<file path="src/rtl/dfs_consts.svh">
`ifndef DFS_CONSTS_SVH
`define DFS_CONSTS_SVH
// Register offsets
`define DFS_ADDR_SELECT 8'h10
`define DFS_ADDR_FEATURE 8'h11
`define DFS_ADDR_CHAN_BASE 8'h12
`define DFS_ADDR_MIX_BASE 8'h18
`define DFS_ADDR_MUTE_STAT 8'h30
// Feature field positions
`define DFS_ROUTE_HI 15
`define DFS_ROUTE_LO 14
`define DFS_EMPH_HI 13
`define DFS_EMPH_LO 11
`define DFS_POL_BIT 10
`define DFS_MUTE_BIT 9
`define DFS_FAST_BIT 8
`define DFS_VOL_HI 7
`define DFS_VOL_LO 0
// Select register field positions
`define DFS_MIXEN_HI 13
`define DFS_MIXEN_LO 8
`define DFS_SEL_HI 7
`define DFS_SEL_LO 6
`define DFS_CHEN_HI 5
`define DFS_CHEN_LO 0
// Reset values
`define DFS_FEATURE_RST 16'h0000
`define DFS_SELECT_RST 16'h0000
// Write masks per feature group
`define DFS_MASK_ALL 16'hffff
`define DFS_MASK_VOL 16'h00ff
`define DFS_MASK_MUTE 16'h0300
`define DFS_MASK_TONE 16'hfc00
// Storage masks per channel kind
`define DFS_KEEP_CH_ODD 16'hffff
`define DFS_KEEP_CH_EVEN 16'h3fff
`define DFS_KEEP_MIX_ODD 16'hc7ff
`define DFS_KEEP_MIX_EVEN 16'h07ff
// Volume law
`define DFS_VOL_FINE_MAX 8'hd4
`define DFS_VOL_SILENT 8'hfc
`define DFS_ATTEN_SILENT 10'h3ff
`define DFS_NUM_CHAN 6
`endif

</file>
<file path="src/rtl/dfs_pkg.sv">
package dfs_pkg;
  typedef enum logic [1:0] {
    DFS_GRP_ALL, DFS_GRP_VOL, DFS_GRP_MUTE, DFS_GRP_TONE
  } dfs_group_type;
  typedef enum logic [2:0] {
    DFS_EMPH_OFF, DFS_EMPH_32K, DFS_EMPH_44K1, DFS_EMPH_48K,
    DFS_EMPH_96K, DFS_EMPH_UNUSED
  } dfs_emph_type;
  typedef enum logic [1:0] {
    DFS_SRC_LEFT, DFS_SRC_RIGHT
  } dfs_src_type;
  typedef struct packed {
    logic [1:0] inputRouting;
    logic [2:0] emphasisFilter;
    logic polarityInvert;
    logic outputMute;
    logic fastMuteMode;
    logic [7:0] volumeAtten;
  } dfs_feature_type;
  typedef struct packed {
    dfs_src_type oddSrc;
    dfs_src_type evenSrc;
    dfs_emph_type emph;
    logic invert;
    logic mute;
    logic fastMute;
    logic [9:0] attenQdb;
  } dfs_pair_ctl_type;
  typedef struct packed {
    logic [7:0] addr;
    logic [15:0] wdata;
    logic wr;
    logic rd;
  } dfs_bus_req_type;
endpackage

</file>
<file path="src/rtl/dfs_feature_regs.sv">
`timescale 1ns/1ps
`include "dfs_consts.svh"
// Overview of operation
// - Selector picks all, volume, mute or tone
// - Feature word at 11H with fixed fields
// - All feature fields reset to zero
// - Routing field steers left/right to pair
// - Decode de-emphasis codes, top three unused
// - Polarity bit inverts DAC output
// - Mute bit silences affected outputs
// - Outputs muted after start-up
// - Fast-mute bit picks quick or soft
// - Coarse region: 3 dB per four codes
// - Per-channel volume; top codes fully silent
// - Only selected group fields change in channel registers
// - Only enabled channel registers take write
// - Even channels never store routing
// - Mixing channels never store de-emphasis
module dfs_feature_regs (
  // Clock and reset
  input wire logic clk,
  input wire logic rst_b,
  // Register port
  input wire dfs_pkg::dfs_bus_req_type busReq,
  output logic [15:0] rdData,
  // Per-pair DAC controls, pairs 1/2, 3/4, 5/6
  output dfs_pkg::dfs_pair_ctl_type [2:0] pairCtl,
  // Per-channel attenuation in quarter dB, all ones is silence
  output logic [5:0][9:0] chanAtten,
  output logic [5:0][9:0] mixAtten,
  output logic [5:0] chanMute
);
  import dfs_pkg::*;

  // ****************************************************
  // Register decode
  // ****************************************************
  logic [15:0] featureWord_r;
  logic [15:0] selectWord_r;
  logic [15:0] chanReg_r [0:5];
  logic [15:0] mixReg_r [0:5];
  logic startMute_r;
  logic [15:0] rdData_r;

  wire wrSelect = busReq.wr && busReq.addr == `DFS_ADDR_SELECT;
  wire wrFeature = busReq.wr && busReq.addr == `DFS_ADDR_FEATURE;
  wire [1:0] selField = selectWord_r[`DFS_SEL_HI:`DFS_SEL_LO];
  wire [5:0] chanEn = selectWord_r[`DFS_CHEN_HI:`DFS_CHEN_LO];
  wire [5:0] mixEn = selectWord_r[`DFS_MIXEN_HI:`DFS_MIXEN_LO];
  wire dfs_group_type grp = dfs_group_type'(selField);
  logic [15:0] grpMask;

  always_comb begin
    unique case (grp)
      DFS_GRP_ALL: grpMask = `DFS_MASK_ALL;
      DFS_GRP_VOL: grpMask = `DFS_MASK_VOL;
      DFS_GRP_MUTE: grpMask = `DFS_MASK_MUTE;
      DFS_GRP_TONE: grpMask = `DFS_MASK_TONE;
    endcase
  end

  // ****************************************************
  // Feature and select registers
  // ****************************************************
  always_ff @(posedge clk or negedge rst_b) begin
    if (!rst_b) begin
      featureWord_r <= `DFS_FEATURE_RST;
      selectWord_r <= `DFS_SELECT_RST;
    end else begin
      if (wrFeature) begin
        featureWord_r <= busReq.wdata;
      end
      if (wrSelect) begin
        selectWord_r <= busReq.wdata;
      end
    end
  end

  // Start-up mute holds until the host writes a cleared mute bit in the all or mute group with a chanEn bit set
  wire muteClearWr = wrFeature && !busReq.wdata[`DFS_MUTE_BIT] &&
                     grpMask[`DFS_MUTE_BIT] && (chanEn != 6'h00);
  always_ff @(posedge clk or negedge rst_b) begin
    if (!rst_b) begin
      startMute_r <= 1'b1;
    end else if (muteClearWr) begin
      startMute_r <= 1'b0;
    end
  end

  // ****************************************************
  // Channel registers
  // ****************************************************
  genvar gi;
  generate
    for (gi = 0; gi < `DFS_NUM_CHAN; gi++) begin : g_chan
      // Channel index 0 is channel 1, an odd channel
      localparam logic [15:0] CH_KEEP =
        (gi % 2 == 0) ? `DFS_KEEP_CH_ODD : `DFS_KEEP_CH_EVEN;
      localparam logic [15:0] MIX_KEEP =
        (gi % 2 == 0) ? `DFS_KEEP_MIX_ODD : `DFS_KEEP_MIX_EVEN;
      wire [15:0] chWrMask = grpMask & CH_KEEP;
      wire [15:0] mxWrMask = grpMask & MIX_KEEP;
      wire [15:0] chNxt = (chanReg_r[gi] & ~chWrMask) |
                          (busReq.wdata & chWrMask);
      wire [15:0] mxNxt = (mixReg_r[gi] & ~mxWrMask) |
                          (busReq.wdata & mxWrMask);
      always_ff @(posedge clk or negedge rst_b) begin
        if (!rst_b) begin
          chanReg_r[gi] <= `DFS_FEATURE_RST;
          mixReg_r[gi] <= `DFS_FEATURE_RST;
        end else if (wrFeature) begin
          if (chanEn[gi]) begin
            chanReg_r[gi] <= chNxt;
          end
          if (mixEn[gi]) begin
            mixReg_r[gi] <= mxNxt;
          end
        end
      end
    end
  endgenerate

  // ****************************************************
  // Volume law
  // ****************************************************
  function automatic logic [9:0] vol_to_qdb(input logic [7:0] code);
    logic [7:0] step;
    logic [9:0] qdb;
    step = 8'h00;
    qdb = 10'h000;
    if (code >= `DFS_VOL_SILENT) begin
      qdb = `DFS_ATTEN_SILENT;
    end else if (code <= `DFS_VOL_FINE_MAX) begin
      qdb = {2'b00, code};
    end else begin
      // Each step of four codes adds 12 quarter dB
      step = (code - `DFS_VOL_FINE_MAX) >> 2;
      qdb = 10'({2'b00, `DFS_VOL_FINE_MAX}) +
            10'(12 * step);
    end
    return qdb;
  endfunction

  // ****************************************************
  // Output decode
  // ****************************************************
  dfs_pair_ctl_type [2:0] pairNxt;
  logic [5:0][9:0] chanAttenNxt;
  logic [5:0][9:0] mixAttenNxt;
  logic [5:0] chanMuteNxt;
  // Reset image of the pair controls: straight routing, muted
  localparam dfs_pair_ctl_type PAIR_RST = '{
    oddSrc: DFS_SRC_LEFT, evenSrc: DFS_SRC_RIGHT, emph: DFS_EMPH_OFF,
    invert: 1'b0, mute: 1'b1, fastMute: 1'b0, attenQdb: 10'h000
  };

  always_comb begin
    for (int p = 0; p < 3; p++) begin
      dfs_feature_type odd;
      odd = dfs_feature_type'(chanReg_r[2*p]);
      unique case (odd.inputRouting)
        2'b00: begin
          pairNxt[p].oddSrc = DFS_SRC_LEFT;
          pairNxt[p].evenSrc = DFS_SRC_RIGHT;
        end
        2'b01: begin
          pairNxt[p].oddSrc = DFS_SRC_LEFT;
          pairNxt[p].evenSrc = DFS_SRC_LEFT;
        end
        2'b10: begin
          pairNxt[p].oddSrc = DFS_SRC_RIGHT;
          pairNxt[p].evenSrc = DFS_SRC_RIGHT;
        end
        2'b11: begin
          pairNxt[p].oddSrc = DFS_SRC_RIGHT;
          pairNxt[p].evenSrc = DFS_SRC_LEFT;
        end
      endcase
      pairNxt[p].emph = (odd.emphasisFilter > 3'h4) ?
        DFS_EMPH_UNUSED : dfs_emph_type'(odd.emphasisFilter);
      pairNxt[p].invert = odd.polarityInvert;
      pairNxt[p].mute = odd.outputMute | startMute_r;
      pairNxt[p].fastMute = odd.fastMuteMode;
      pairNxt[p].attenQdb = vol_to_qdb(odd.volumeAtten);
    end
    for (int c = 0; c < 6; c++) begin
      chanAttenNxt[c] = vol_to_qdb(chanReg_r[c][`DFS_VOL_HI:`DFS_VOL_LO]);
      mixAttenNxt[c] = vol_to_qdb(mixReg_r[c][`DFS_VOL_HI:`DFS_VOL_LO]);
      chanMuteNxt[c] = chanReg_r[c][`DFS_MUTE_BIT] | startMute_r;
    end
  end

  // ****************************************************
  // Read mux
  // ****************************************************
  wire [7:0] rdIdxCh = busReq.addr - `DFS_ADDR_CHAN_BASE;
  wire [7:0] rdIdxMx = busReq.addr - `DFS_ADDR_MIX_BASE;
  wire hitCh = busReq.addr >= `DFS_ADDR_CHAN_BASE && rdIdxCh < 8'h06;
  wire hitMx = busReq.addr >= `DFS_ADDR_MIX_BASE && rdIdxMx < 8'h06;
  wire [15:0] rdMux =
    (busReq.addr == `DFS_ADDR_SELECT) ? selectWord_r :
    (busReq.addr == `DFS_ADDR_FEATURE) ? featureWord_r :
    hitCh ? chanReg_r[rdIdxCh[2:0]] :
    hitMx ? mixReg_r[rdIdxMx[2:0]] :
    (busReq.addr == `DFS_ADDR_MUTE_STAT) ? {15'h0000, startMute_r} :
    16'h0000;

  always_ff @(posedge clk or negedge rst_b) begin
    if (!rst_b) begin
      rdData_r <= 16'h0000;
      pairCtl <= {3{PAIR_RST}};
      chanAtten <= '0;
      mixAtten <= '0;
      chanMute <= 6'h3f;
    end else begin
      rdData_r <= busReq.rd ? rdMux : 16'h0000;
      pairCtl <= pairNxt;
      chanAtten <= chanAttenNxt;
      mixAtten <= mixAttenNxt;
      chanMute <= chanMuteNxt;
    end
  end
  assign rdData = rdData_r;

  // ****************************************************
  // Checks
  // ****************************************************
  chk_startup_mute: assert property (
    @(posedge clk) disable iff (!rst_b)
    startMute_r |-> ##1 (chanMute == 6'h3f))
    else $error("outputs not muted at start-up");
  chk_silent_codes: assert property (
    @(posedge clk) disable iff (!rst_b)
    (chanReg_r[0][7:0] >= 8'hfc) |=> (chanAtten[0] == 10'h3ff))
    else $error("top volume codes not silent");
  chk_fine_volume: assert property (
    @(posedge clk) disable iff (!rst_b)
    (chanReg_r[1][7:0] <= 8'hd4) |=>
      (chanAtten[1] == {2'b00, $past(chanReg_r[1][7:0])}))
    else $error("fine volume wrong");
  chk_even_routing: assert property (
    @(posedge clk) disable iff (!rst_b)
    chanReg_r[1][15:14] == 2'b00)
    else $error("even channel holds routing");
  chk_mix_emph: assert property (
    @(posedge clk) disable iff (!rst_b)
    mixReg_r[0][13:11] == 3'b000)
    else $error("mixing channel holds de-emphasis");
  chk_disabled_keep: assert property (
    @(posedge clk) disable iff (!rst_b)
    (wrFeature && !chanEn[2]) |=> $stable(chanReg_r[2]))
    else $error("disabled channel changed");
  chk_group_keep: assert property (
    @(posedge clk) disable iff (!rst_b)
    (wrFeature && grp == DFS_GRP_VOL) |=>
      (chanReg_r[0][15:8] == $past(chanReg_r[0][15:8])))
    else $error("volume write changed other fields");
  chk_invert_follow: assert property (
    @(posedge clk) disable iff (!rst_b)
    ##1 (pairCtl[0].invert == $past(chanReg_r[0][10])))
    else $error("polarity not applied");
  chk_swap_route: assert property (
    @(posedge clk) disable iff (!rst_b)
    (chanReg_r[2][15:14] == 2'b11) |=>
      (pairCtl[1].oddSrc == DFS_SRC_RIGHT))
    else $error("swap routing wrong");
  chk_pair_startup: assert property (
    @(posedge clk) disable iff (!rst_b)
    startMute_r |=>
      (pairCtl[0].mute && pairCtl[1].mute && pairCtl[2].mute))
    else $error("pair not muted at start-up");
  chk_mute_hold: assert property (
    @(posedge clk) disable iff (!rst_b)
    (startMute_r && !muteClearWr) |=> startMute_r)
    else $error("start-up mute dropped without clearing write");
  chk_chan_mute: assert property (
    @(posedge clk) disable iff (!rst_b)
    chanReg_r[0][9] |=> chanMute[0])
    else $error("mute bit not applied");
  chk_route_straight: assert property (
    @(posedge clk) disable iff (!rst_b)
    (chanReg_r[4][15:14] == 2'b00) |=> (pairCtl[2].oddSrc == DFS_SRC_LEFT
      && pairCtl[2].evenSrc == DFS_SRC_RIGHT))
    else $error("straight routing wrong");
  chk_emph_code: assert property (
    @(posedge clk) disable iff (!rst_b)
    (chanReg_r[0][13:11] == 3'h4) |=>
      (pairCtl[0].emph == DFS_EMPH_96K))
    else $error("de-emphasis code not decoded");
  chk_emph_unused: assert property (
    @(posedge clk) disable iff (!rst_b)
    (chanReg_r[0][13:11] > 3'h4) |=>
      (pairCtl[0].emph == DFS_EMPH_UNUSED))
    else $error("unused de-emphasis code not flagged");
  chk_fast_follow: assert property (
    @(posedge clk) disable iff (!rst_b)
    ##1 (pairCtl[2].fastMute == $past(chanReg_r[4][8])))
    else $error("fast mute mode not applied");
  chk_coarse_volume: assert property (
    @(posedge clk) disable iff (!rst_b)
    (chanReg_r[0][7:0] == 8'hf8) |=> (chanAtten[0] == 10'h140))
    else $error("coarse volume end point wrong");
  chk_coarse_round: assert property (
    @(posedge clk) disable iff (!rst_b)
    (chanReg_r[0][7:0] == 8'hdb) |=> (chanAtten[0] == 10'h0e0))
    else $error("coarse volume not rounded down");
  chk_pair_silent: assert property (
    @(posedge clk) disable iff (!rst_b)
    (chanReg_r[2][7:0] >= 8'hfc) |=>
      (pairCtl[1].attenQdb == 10'h3ff))
    else $error("pair attenuation not silent");
  chk_feature_write: assert property (
    @(posedge clk) disable iff (!rst_b)
    wrFeature |=> (featureWord_r == $past(busReq.wdata)))
    else $error("feature word not stored");
  chk_read_feature: assert property (
    @(posedge clk) disable iff (!rst_b)
    (busReq.rd && busReq.addr == `DFS_ADDR_FEATURE) |=>
      (rdData == $past(featureWord_r)))
    else $error("feature read data wrong");
  chk_idle_read: assert property (
    @(posedge clk) disable iff (!rst_b)
    !busReq.rd |=> (rdData == 16'h0000))
    else $error("read data not zero when idle");
  chk_all_copy: assert property (
    @(posedge clk) disable iff (!rst_b)
    (wrFeature && grp == DFS_GRP_ALL && chanEn[0]) |=>
      (chanReg_r[0] == $past(busReq.wdata)))
    else $error("all-feature write not copied");
  chk_vol_copy: assert property (
    @(posedge clk) disable iff (!rst_b)
    (wrFeature && grp == DFS_GRP_VOL && chanEn[3]) |=>
      (chanReg_r[3][7:0] == $past(busReq.wdata[7:0])))
    else $error("volume write not copied");
  chk_mute_keep: assert property (
    @(posedge clk) disable iff (!rst_b)
    (wrFeature && grp == DFS_GRP_MUTE) |=>
      (chanReg_r[0][7:0] == $past(chanReg_r[0][7:0])))
    else $error("mute write changed volume");
  chk_tone_keep: assert property (
    @(posedge clk) disable iff (!rst_b)
    (wrFeature && grp == DFS_GRP_TONE) |=>
      (chanReg_r[0][9:0] == $past(chanReg_r[0][9:0])))
    else $error("tone write changed mute or volume");
  chk_mix_even: assert property (
    @(posedge clk) disable iff (!rst_b)
    mixReg_r[1][15:11] == 5'h00)
    else $error("even mixing channel holds routing or de-emphasis");
  chk_disabled_mix: assert property (
    @(posedge clk) disable iff (!rst_b)
    (wrFeature && !mixEn[0]) |=> $stable(mixReg_r[0]))
    else $error("disabled mixing channel changed");
endmodule

</file>
<file path="config.mk">
export PLATFORM = sky130hd
export DESIGN_NAME = dfs_feature_regs
export DESIGN_NICKNAME = d
export VERILOG_FILES = /design/src/rtl/dfs_pkg.sv /design/src/rtl/dfs_feature_regs.sv
export VERILOG_INCLUDE_DIRS = /design/src /design/src/rtl
export SDC_FILE = /design/constraint.sdc
export NUM_CORES = 1
export LEC_CHECK = 0
export ABC_AREA = 1
export BUFFER_PORTS_ARGS = -buffer_cell sky130_fd_sc_hd__clkbuf_2
export CAP_MARGIN = 40
export CELL_PAD_IN_SITES_DETAIL_PLACEMENT = 0
export CELL_PAD_IN_SITES_GLOBAL_PLACEMENT = 2
export CORE_ASPECT_RATIO = 0.6
export CORE_MARGIN = 4
export CORE_UTILIZATION = 36
export CTS_BUF_LIST = sky130_fd_sc_hd__clkbuf_8
export CTS_CLUSTER_DIAMETER = 120
export DETAILED_ROUTE_END_ITERATION = 12
export GPL_ROUTABILITY_DRIVEN = 0
export PLACE_DENSITY = 0.89
export RECOVER_POWER = 100
export SLEW_MARGIN = 20
export SYNTH_ARGS = -nofsm -noshare
export SYNTH_HDL_FRONTEND = slang
export SYNTH_SLANG_ARGS = --single-unit
</file>
<file path="constraint.sdc">
create_clock -name clk -period 3.33 [get_ports clk]
set_input_delay 0.666 -clock clk [delete_from_list [all_inputs] [get_ports clk]]
set_output_delay 0.666 -clock clk [all_outputs]
set_load 0.01 [all_outputs]
</file>
==> reports/metrics.yaml <==
outcome:
  status: "finished, violations left"
  violations: "capacitance limit, slew limit"
layout:
  layout.area.seq_sq_mm: 0.00897
  nFillCells: 5835
  multi_input_area_sq_mm: 0.00979
  layout-drive-gt1-share: 0.0591
  area_growth_pct: 12.9
  final_cell_mix: "nand2_1, dfrtp_1, o21ai_0"
  layout.nets: 2994
  final_common_cell: "nand2_1"
clocking:
  root_buffer: "clkbuf_8"
  cts_tree: "built"
  clk_path_buf_depth: 3
  h-tree-depth: 2
  clkSlewWorstSetupHoldPaths_ps: 70
  numClockSinks: 358
  clock_latency_ps: 670
  cts_inserted_buffers: 56
critical_path:
  crit_start: "busReq[20]"
  criticalPathCategory: "in -> reg"
  cp.required_ps: 3810
  critPathTopFamily: "buffers and inverters"
  ff2ff_setup_slack_ps: 430
  start_kind: "input pin"
  endpoint_kind: "flip-flop"
  critPathArrivalTime_ps: 3500
  timing.rr.end: "mixAtten[39]"
  cp_cell_sequence: "clkbuf_1 > clkbuf_1 > nor2_1 > inv_1 > nor2_1 > nand2_1 > clkbuf_2 > inv_2 > nand2_1 > clkbuf_1 > o21ai_0"
  worst-path-stages: 11
  reg2regPathDepth: 16
  slowest_delay_ps: 1000
  cp_common_cell: "clkbuf_1"
  worstPathMaxFanout: 32
  path_buf_inv: 6
  cp_slowest_cell: "clkbuf_1"
  critPathCapture: "selectWord_r[0]"
sta:
  report.final.slew_viol_count: 72
  finalHoldViolCount: 0
  period_needed_ps: 3020
  tightest_slew_ps: 2010
  final.period_utilization: 0.907
  fin_setup_tns_ps: 0
  setup_viol: 0
  max_slew_margin: -0.343
  fmax_mhz: 331
  grt_setup_unrepaired: "no"
  clock_skew_ps: 27.8
global_route:
  grt_pass1_vias: 18000
  grtUsageMet2: 0.305
  gr-usage-met3: 0.0424
  overflow: 0
  grt_max_degree: 75
  grt_pass1_wl_um: 103000
  antenna_found_initial: 3
  grt_use_met1: 0.319
  track_usage: 0.210
  top_usage_layer: "met1"
pwr:
  switchingPower_mw: 2.38
  clkPwrFrac: 0.469
  pwr-share-seq: 0.472
  irDropWorstVdd_mv: 0.249
  leakage_nw: 11.6
  powerDensity_mw_per_mm2: 402
  swShare: 0.254
  combPwrFrac: 0.060
  p_int_mw: 6.98
  totalPowerFinal_mw: 9.36
die:
  dieArea_sq_mm: 0.0614
  rows: 67
  io_pins: 230
  die-height_um: 194
  die_x_um: 317
  core_sq_mm: 0.0563
  initial_utilization: 0.367
route:
  dr.first_iter.drc_count: 1334
  drt-total-wl_um: 65100
  vias: 18700
  via_per_inst: 5.09
  wire_per_inst_um: 17.7
  drcViolationCount: 0
  first_pass_iters: 6
  final_antenna_net_count: 0
yosys:
  yosysWarnings: 0
  synth-edff-count: 0
  ys_ff_latch: 358
  syn_area_per_cell_sq_um: 7.72
  synth_flop_cell: "dfrtp_1"
  netlist_area_sq_mm: 0.0206
  synth_cells: 2676
  async_flop_share: 1.00
  yosysUniqueCellTypes: 50
  yosysSeqAreaShare: 0.434
worst_hold_path:
  hp-class: "in -> reg"
flow_run:
  cap_violations: 1
place:
  placement.io_buffers: 223
  hpwl_um: 48200
## layer usage
metal,routed length (um),share of wire
met4,1370,0.021
met5,0,0
met2,27000,0.41
met1,31600,0.49
met3,5150,0.079
## worst reg2reg max path, delay by kind of cell (launching register included)
family,cells,cell delay [ps]
compound gates,1,240
xor+xnor,1,350
fa+ha+maj,2,660
buf+inv,2,240
flops,1,450
simple gates,10,820
## cell families (layout without fill, tap and decap cells)
| group | after synthesis | count (layout) | synth area share |
|---|---|---|---|
| AO/OA/AOI/OAI | 546 | 546 | 0.146 |
| XOR/XNOR | 41 | 41 | 0.0174 |
| other | 1 | 9 | 0.000182 |
| adder cells (fa/ha/maj) | 102 | 102 | 0.0662 |
| AND/OR/NAND/NOR | 1224 | 1224 | 0.251 |
| buffers and inverters | 404 | 633 | 0.0847 |
| flip-flops | 358 | 358 | 0.434 |
## worst min-delay path by stage
stage          slack [ps]        from  cells past startpoint           to
3_5_place_dp          400   flip-flop                      0  pairCtl[50]
3_3_place_gp          420   flip-flop                      0  pairCtl[50]
5_1_grt               350   busReq[0]                      3   rdData[14]
4_1_cts               330   busReq[0]                      3    rdData[2]
6_report              370  busReq[13]                      3    flip-flop
2_1_floorplan         370       rst_b                      0    async pin
## area by class of cell
type                       instances  area share
antenna                            3    0.000322
clock buffer                      74      0.0437
tap                              759      0.0407
timing repair buffer             265      0.0551
sequential                       358       0.385
inverter                         264      0.0427
clock inverter                    30      0.0126
multi-input combinational       1919       0.420
## per-stage QoR
step | cell area (sq um) | instances | worst slack [ps] | hold WS [ps] | util
after detailed placement | 22400 | 3564 | 473 | 400 | 0.399
final | 23300 | 3672 | 309 | 372 | 0.414
after global placement | 22300 | 3556 | 528 | 418 | 0.396
after floorplan | 20700 | 2681 | 859 | 369 | -
after CTS | 23800 | 3669 | 454 | 328 | 0.423
after global routing | 23300 | 3672 | 50.0 | 352 | 0.414
## cell usage after synthesis (8+ instances only)
library cell  number  area share
a21boi_0          10      0.0036
a21oi_1          103       0.025
a31oi_1           20      0.0061
buf_2             39      0.0095
buf_4             40       0.015
clkbuf_1          52      0.0095
dfrtp_1          348        0.42
dfstp_2           10       0.013
fa_1              12       0.012
ha_1              90       0.055
inv_1            252       0.046
nand2_1          815        0.15
nand3_1          184       0.045
nand3_2           16      0.0078
nand3b_1          15      0.0055
nand4_1           31      0.0094
nor2_1           131       0.024
nor3_1            13      0.0032
o211ai_1          59       0.021
o21ai_0          270       0.065
o21ai_1           56       0.014
o22ai_1            8      0.0024
xnor2_1           15      0.0064
xor2_1            26       0.011
## timing repair
action	CTS	global route
hold buffers	1	0
buffers inserted	0	0
resized for setup	0	0
hold endpoints to repair	65	0
endpoints found under the setup margin	0	0
## power groups by stage
| stage | combinational [mW] | clock, mW | sequential [mW] |
|---|---|---|---|
| floorplan | 0.277 | 0 | 4.48 |
| global placement | 0.544 | 0 | 4.50 |
| detailed placement | 0.570 | 0 | 4.50 |
| CTS | 0.573 | 4.48 | 4.42 |
| global route | 0.624 | 4.70 | 4.41 |
| finish | 0.557 | 4.39 | 4.41 |
No activity file was read; power rests on OpenSTA's default activity.
